`src/sram_wr_pkg.sv`:
```
// constants shared by the static memory write controller
package sram_wr_pkg;
  // bus widths
  localparam int ADDR_W = 18;
  localparam int DATA_W = 16;
  localparam int LANE_W = 2;
  // clock rate
  localparam int CLK_PERIOD_PS = 25000;
  // output enable high time before write strobe falls, in ps
  localparam int OE_HIGH_LEAD_PS = 4000;
  localparam int OE_HIGH_LEAD_CYC =
    (OE_HIGH_LEAD_PS + CLK_PERIOD_PS - 1) / CLK_PERIOD_PS;
  // write strobe low time, in ps
  localparam int STROBE_LOW_PS = 20000;
  localparam int STROBE_LOW_CYC =
    (STROBE_LOW_PS + CLK_PERIOD_PS - 1) / CLK_PERIOD_PS;
  // counter width
  localparam int CNT_W = 4;
  // inactive level of active-low strobes
  localparam logic [LANE_W-1:0] LANES_OFF = 2'h3;
  // sequencer states
  typedef enum logic [2:0] {
    ST_IDLE, ST_OE_LEAD, ST_SETUP, ST_STROBE, ST_HOLD
  } wr_state_type;
endpackage

```
`src/sram_wr_if.sv`:
```
// lane pin carrier between the sequencer and the lane driver
interface sram_wr_if;
  // byte lane selects, active low
  logic [sram_wr_pkg::LANE_W-1:0] lane_sel_n;
  // lanes enabled by the request
  logic [sram_wr_pkg::LANE_W-1:0] lane_en;
  // load pulse
  logic load;
  // release pulse
  logic release_lanes;
  modport seq (output lane_en, output load, output release_lanes,
               input lane_sel_n);
  modport drv (input lane_en, input load, input release_lanes,
               output lane_sel_n);
endinterface

```
`src/sram_write_ctrl.sv`:
```
// host write controller for a 16-bit asynchronous static memory
module sram_write_ctrl (
  // clock and reset
  input wire logic i_clock,
  input wire logic i_rst,
  // user write request
  input wire logic i_req,
  input wire logic [sram_wr_pkg::ADDR_W-1:0] i_addr,
  input wire logic [sram_wr_pkg::DATA_W-1:0] i_data,
  input wire logic [sram_wr_pkg::LANE_W-1:0] i_lane_en,
  input wire logic i_burst,
  // user status
  output logic o_ready,
  output logic o_done,
  // memory pins
  output logic [sram_wr_pkg::ADDR_W-1:0] o_addr,
  output logic [sram_wr_pkg::DATA_W-1:0] o_data,
  output logic o_data_oe_n,
  output logic o_chip_sel_n,
  output logic o_write_n,
  output logic o_out_en_n,
  output logic [sram_wr_pkg::LANE_W-1:0] o_lane_sel_n
);
  // ---------------------------------------------------------------
  // state
  // ---------------------------------------------------------------
  // registered pin levels and sequencer phase
  sram_wr_pkg::wr_state_type state_r, state_nxt;
  logic [sram_wr_pkg::CNT_W-1:0] cnt_r, cnt_nxt; // phase counter
  logic [sram_wr_pkg::ADDR_W-1:0] addr_r, addr_nxt; // address pins
  logic [sram_wr_pkg::DATA_W-1:0] data_r, data_nxt; // data pins
  logic doe_n_r, doe_n_nxt; // data drive enable, low drives
  logic cs_n_r, cs_n_nxt; // chip select
  logic we_n_r, we_n_nxt; // write strobe
  logic rdy_r, rdy_nxt; // ready for a request
  logic done_r, done_nxt; // write finished pulse
  logic burst_r, burst_nxt; // strobe kept low between writes
  logic [sram_wr_pkg::LANE_W-1:0] lane_r, lane_nxt; // lanes of the write
  logic out_en_n_r, out_en_n_nxt; // memory output enable, never low

  // carrier to the lane select driver
  sram_wr_if lanes ();

  // lane select driver
  sram_lane_drv u_lanes (
    .i_clock(i_clock),
    .i_rst(i_rst),
    .lanes(lanes.drv)
  );

  // ---------------------------------------------------------------
  // sequencer
  // ---------------------------------------------------------------
  // timing of one write with the strobe idle, edge by edge:
  //   take   chip select falls, address and data load
  //   +1     strobe falls and the data pins are driven
  //   +2     the requested lane selects fall; the write starts
  //   +3     lane selects rise and end the write; strobe and
  //          chip select rise with them unless a burst was asked
  //   +4     data pins released, done pulses, ready returns
  // with the strobe already low the lead phase is skipped, so a
  // burst write takes one cycle less.
  // hazards kept in mind:
  //   - the lane selects are always the last to fall and never
  //     rise after strobe or chip select, so the memory sees the write start and
  //     end on them, and address and data never move inside it
  //   - address and data change only at a take, which comes at
  //     least one cycle after the ending edge
  //   - output enable is never lowered, so the memory never
  //     drives the data pins while the controller does
  //   - a held strobe stays low in idle until a request without
  //     the burst flag completes; a user must end every burst
  //   - the lane enables are latched at the take, so the user
  //     may change them while the write runs
  //   - chip select stays low with a held strobe between writes
  // computes next pin levels and phase
  always_comb begin
    state_nxt = state_r;
    cnt_nxt = cnt_r;
    addr_nxt = addr_r;
    data_nxt = data_r;
    doe_n_nxt = doe_n_r;
    cs_n_nxt = cs_n_r;
    we_n_nxt = we_n_r;
    rdy_nxt = rdy_r;
    done_nxt = 1'b0;
    burst_nxt = burst_r;
    lane_nxt = lane_r;
    // output enable held high: this host only writes
    out_en_n_nxt = 1'b1;
    // no load or release unless a phase asks for it
    lanes.load = 1'b0;
    lanes.release_lanes = 1'b0;
    // lanes come from the latched request, not the live input
    lanes.lane_en = lane_r;
    case (state_r)
      sram_wr_pkg::ST_IDLE: begin
        // take a request with at least one lane
        if (rdy_r && i_req && (i_lane_en != '0)) begin
          rdy_nxt = 1'b0;
          addr_nxt = i_addr;
          data_nxt = i_data;
          burst_nxt = i_burst;
          lane_nxt = i_lane_en; // latched for the lane phase
          cs_n_nxt = 1'b0;
          if (!we_n_r) begin
            // strobe already held low: lanes alone gate this write
            doe_n_nxt = 1'b0;
            state_nxt = sram_wr_pkg::ST_SETUP;
          end else begin
            cnt_nxt = sram_wr_pkg::CNT_W'(sram_wr_pkg::OE_HIGH_LEAD_CYC);
            state_nxt = sram_wr_pkg::ST_OE_LEAD;
          end
        end else if (!we_n_r && !burst_r) begin
          // burst over: lift the strobe
          we_n_nxt = 1'b1;
        end
      end
      sram_wr_pkg::ST_OE_LEAD: begin
        // output enable already high; wait before strobe falls
        if (cnt_r <= sram_wr_pkg::CNT_W'(1)) begin
          we_n_nxt = 1'b0; // memory floats its outputs now
          doe_n_nxt = 1'b0;
          state_nxt = sram_wr_pkg::ST_SETUP;
        end else begin
          // still counting the lead
          cnt_nxt = cnt_r - sram_wr_pkg::CNT_W'(1);
        end
      end
      sram_wr_pkg::ST_SETUP: begin
        // lanes go low last, so the write starts on them
        lanes.load = 1'b1;
        cnt_nxt = sram_wr_pkg::CNT_W'(sram_wr_pkg::STROBE_LOW_CYC);
        state_nxt = sram_wr_pkg::ST_STROBE;
      end
      sram_wr_pkg::ST_STROBE: begin
        // chip select, strobe and requested lanes low: memory writes
        if (cnt_r <= sram_wr_pkg::CNT_W'(1)) begin
          lanes.release_lanes = 1'b1; // lanes end the write
          if (!burst_r) begin
            // single write: strobe and chip select rise with lanes
            we_n_nxt = 1'b1;
            cs_n_nxt = 1'b1;
          end
          state_nxt = sram_wr_pkg::ST_HOLD;
        end else begin
          // keep the lanes low
          cnt_nxt = cnt_r - sram_wr_pkg::CNT_W'(1);
        end
      end
      sram_wr_pkg::ST_HOLD: begin
        // address and data kept one cycle past ending edge
        doe_n_nxt = 1'b1;
        done_nxt = 1'b1;
        rdy_nxt = 1'b1;
        state_nxt = sram_wr_pkg::ST_IDLE;
      end
      default: begin
        // unused codes fall back to idle
        state_nxt = sram_wr_pkg::ST_IDLE;
      end
    endcase
  end

  // register sequencer state
  always_ff @(posedge i_clock or posedge i_rst) begin
    if (i_rst) begin
      state_r <= sram_wr_pkg::ST_IDLE;
      cnt_r <= '0;
      addr_r <= '0;
      data_r <= '0;
      doe_n_r <= 1'b1;
      cs_n_r <= 1'b1;
      we_n_r <= 1'b1;
      rdy_r <= 1'b1;
      done_r <= 1'b0;
      burst_r <= 1'b0;
      lane_r <= '0;
      out_en_n_r <= 1'b1;
    end else begin
      // take the next values
      state_r <= state_nxt;
      cnt_r <= cnt_nxt;
      addr_r <= addr_nxt;
      data_r <= data_nxt;
      doe_n_r <= doe_n_nxt;
      cs_n_r <= cs_n_nxt;
      we_n_r <= we_n_nxt;
      rdy_r <= rdy_nxt;
      done_r <= done_nxt;
      burst_r <= burst_nxt;
      lane_r <= lane_nxt;
      out_en_n_r <= out_en_n_nxt;
    end
  end

  // ---------------------------------------------------------------
  // outputs
  // ---------------------------------------------------------------
  // limitations a user must know:
  //   - the strobe low time is counted in whole clock cycles,
  //     so a slower clock only lengthens the write
  //   - requests with no lane enabled are dropped without a sign
  //   - a request while ready is low is dropped as well
  // every pin comes straight from a register
  assign o_ready = rdy_r;
  assign o_done = done_r;
  assign o_addr = addr_r;
  assign o_data = data_r;
  assign o_data_oe_n = doe_n_r;
  assign o_chip_sel_n = cs_n_r;
  assign o_write_n = we_n_r;
  assign o_out_en_n = out_en_n_r; // write-only: stays high
  assign o_lane_sel_n = lanes.lane_sel_n;
endmodule

```
`src/sram_lane_drv.sv`:
```
// byte lane select driver with registered outputs
module sram_lane_drv (
  // clock and reset
  input wire logic i_clock,
  input wire logic i_rst,
  // carrier
  sram_wr_if.drv lanes
);
  // ---------------------------------------------------------------
  // lane select register
  // ---------------------------------------------------------------
  logic [sram_wr_pkg::LANE_W-1:0] sel_r;
  logic [sram_wr_pkg::LANE_W-1:0] sel_nxt;

  // next lane selects: only requested lanes go low
  always_comb begin
    sel_nxt = sel_r;
    if (lanes.release_lanes) begin
      sel_nxt = sram_wr_pkg::LANES_OFF;
    end else if (lanes.load) begin
      sel_nxt = ~lanes.lane_en;
    end
  end

  // register the selects
  always_ff @(posedge i_clock or posedge i_rst) begin
    if (i_rst) begin
      sel_r <= sram_wr_pkg::LANES_OFF;
    end else begin
      sel_r <= sel_nxt;
    end
  end

  assign lanes.lane_sel_n = sel_r;
endmodule

```
`config.mk`:
```
export PLATFORM = sky130hd
export DESIGN_NAME = sram_write_ctrl
export DESIGN_NICKNAME = d
export VERILOG_FILES = /design/src/sram_wr_pkg.sv /design/src/sram_wr_if.sv /design/src/sram_write_ctrl.sv /design/src/sram_lane_drv.sv
export SDC_FILE = /design/constraint.sdc
export NUM_CORES = 1
export LEC_CHECK = 0
export ABC_AREA = 1
export CORE_AREA = 2 2 74 76
export DETAILED_ROUTE_END_ITERATION = 16
export DIE_AREA = 0 0 76 78
export DONT_BUFFER_PORTS = 1
export PLACE_DENSITY_LB_ADDON = 0.3
export SLEW_MARGIN = 20
export SYNTH_ARGS = -nofsm -noshare
export SYNTH_HDL_FRONTEND = slang
export SYNTH_SLANG_ARGS = --single-unit
```
`constraint.sdc`:
```
create_clock -name i_clock -period 1.92 [get_ports i_clock]
set_input_delay 0.384 -clock i_clock [delete_from_list [all_inputs] [get_ports i_clock]]
set_output_delay 0.384 -clock i_clock [all_outputs]
set_load 0.01 [all_outputs]
```
==> metrics.csv <==
metric,value,unit
mapped cell area,2250,um^2
power share of the sequential group,0.522,
Skew-Pair Late Insertion Delay,0.30,ns
CTS tree,built,
most common cell in the netlist,nand2_1,
Critical Path Start,o_ready$_DFFE_PP1P_,
synth cell count leaders,"137 x nand2_1, 45 x dfrtp_1, 14 x nor2_1",
vias per std cell,4.83,
drt pass-1 iters,4,
sw frac,0.405,
first-pass GRT wire length,7460,um
initial antenna violation count,0,
Setup Buffers After CTS,0,
Int Power,2.36,mW
Clock Pin Slew Worst Setup and Hold Paths,0.10,ns
LEAKAGE,1.32,nW
HP Class,in -> reg,
synthesis-stage register bit count,51,
Iteration-0 DRC Markers,30,
Num CTS Buffers,5,
Setup WS post-layout,0.365,ns
Inserted Diodes,0,
largest net degree at the start of global routing,30,
flop-to-flop setup slack,0.36,ns
Synth area leader,dfrtp_1,
antenna-violating nets left,0,
net count of the finished layout,309,
DRC viols,0,
GP Congestion,0.753,
CP required,2.13,ns
DIE WIDTH,76,um
power density cells,1620,nW/um^2
"Warnings, synthesis",0,
top post-synthesis cells by area,"dfrtp_1 50%, nand2_1 23%, dfstp_2 7.0%, nor2_1 2.3%, nand3_1 2.2%",
die area,5930,um^2
WP data arrival,1.76,ns
Final Core Density,0.485,
critical path type,reg -> reg,
Synth top area share,0.500,
r2r startpoint,o_ready$_DFFE_PP1P_,
DP Worst Slack,0.368,ns
share of layout cells above drive strength 1,0.123,
Main synth FF type,dfrtp_1,
net load switching power,1.61,mW
dpl cell area,2320,um^2
RSZ-0062 raised after global routing,false,
Max VDD drop,662,uV
Mapped Avg Cell Area,8.53,um^2
# port buffers,0,
clk buf depth,2,
routed vias,1633,
minimum clock period after layout,1.56,ns
Reg2Reg Depth,6,
routed wire length,4320,um
CTS root buf,clkbuf_8,
Mapped Cells,264,
Final setup viols,0,
max-slew violation count,0,
Layout area overhead,8.56,%
vias in the first global route,1643,
Reg-to-Reg End,o_addr[0]$_DFFE_PP0P_,
post-CTS sizing,0,
final worst-path cycle share,0.810,
crit path max fanout,28,
Worst setup SP type,register,
Fin Setup TNS,0,ns
Initial Util,0.446,
Finished Cell Area,2440,um^2
register area share after synthesis,0.570,
CTS sink cnt,51,
status,"complete, no violations",
Die H,78,um
syn_nets,306,
Clock power frac,0.192,
combinational share of power,0.286,
clk_skew,0.00652,ns
hold buffers post-CTS,1,
Rows,26,
Worst setup EP type,register,
Total GRT Usage,0.156,
max-cap violation count,0,
Post-synth ARST share,1.00,
htree depth,2,
Critical Path Sink,o_addr[0]$_DFFE_PP0P_,
grt total ovfl,0,
Core Area,5040,um^2
WL/cell,12.8,um
IO Count,82,
Post-synth EDFFs,0,
Netlist cell types,23,
FMAX,0.643,GHz
Fin. Hold Viols,0,
Detail Placement HPWL,3130,um
## how the worst min path moves through the flow
stage	from	endpoint	slack (ns)	cells past startpoint
after floorplan	lane_r[0]$_DFFE_PP0P_	u_lanes.lanes.lane_sel_n[0]$_DFFE_PP1P_	0.42	1
after detailed placement	i_rst	o_data[5]$_DFFE_PP0P_	0.33	1
after CTS	i_addr[3]	o_addr[3]$_DFFE_PP0P_	0.17	2
final	i_addr[3]	o_addr[3]$_DFFE_PP0P_	0.18	2
after global placement	i_rst	o_data[5]$_DFFE_PP0P_	0.32	1
after global routing	i_addr[0]	o_addr[0]$_DFFE_PP0P_	0.17	2
## metal layers
| layer | up-vias | global-route usage | part of all wire |
|---|---|---|---|
| met5 | - | 0 | 0 |
| met4 | 0 | 0.0455 | 0.012 |
| met3 | 6 | 0.0488 | 0.073 |
| met2 | 61 | 0.270 | 0.46 |
| met1 | 757 | 0.187 | 0.45 |
| li1 | 809 | - | - |
## power groups by stage
stage	registers [mW]	clock network [mW]	logic, mW
detailed placement	2.09	0	1.15
global placement	2.10	0	1.12
CTS	2.08	0.789	1.15
finish	2.07	0.761	1.14
floorplan	1.99	0	0.983
global route	2.12	0.823	1.33
## flip-flops by register name (all words and copies together) (netlist names), 2 cells and up
| signal | flops |
|---|---|
| o_data | 16 |
| state_r | 3 |
| o_addr | 18 |
| cnt_r | 4 |
| lane_r | 2 |
| u_lanes.lanes.lane_sel_n | 2 |
## final cells by class
class	count	area, um^2
sequential	51	1280
timing repair buffer	4	57.6
inverter	16	60.1
clock buffer	5	68.8
multi-input combinational	189	840
fill	494	2600
tap	70	87.6
clock inverter	3	46.3
## cell usage in the layout, fill, tap and decap left out, types with 2 or more instances in the layout
master / n
nand2_4: 3
nand4_1: 3
ha_1: 2
dfstp_2: 6
nor2_4: 2
inv_2: 4
nor2_2: 3
o21ai_1: 3
nand2_1: 137
buf_12: 2
dfrtp_1: 45
clkbuf_8: 5
o211ai_1: 2
inv_1: 12
nand2_2: 3
nor2_1: 14
o21ai_0: 3
nand3_1: 10
## critical path, cell delays in order, from the launching register on
cell	delay, ns
dfstp_2	0.58
nand2_1	0.07
nor2_1	0.18
nand2_4	0.22
buf_4	0.26
nand2_1	0.08
nand2_1	0.05
## stage by stage
step | hold slack (ns) | cells | total power, mW
5_1_grt | 0.168 | 338 | 4.27
6_report | 0.180 | 338 | 3.97
3_3_place_gp | 0.321 | 329 | 3.22
3_5_place_dp | 0.327 | 329 | 3.24
4_1_cts | 0.171 | 338 | 4.02
2_1_floorplan | 0.424 | 264 | 2.98
## logic make-up after synthesis
group / share of synthesized area
other: 0.00167
AO/OA/AOI/OAI: 0.0233
AND/OR/NAND/NOR: 0.333
XOR/XNOR: 0.00389
flip-flops: 0.570
adder cells (fa/ha/maj): 0.0111
buffers and inverters: 0.0567
Power figures use the tool's default switching activity.
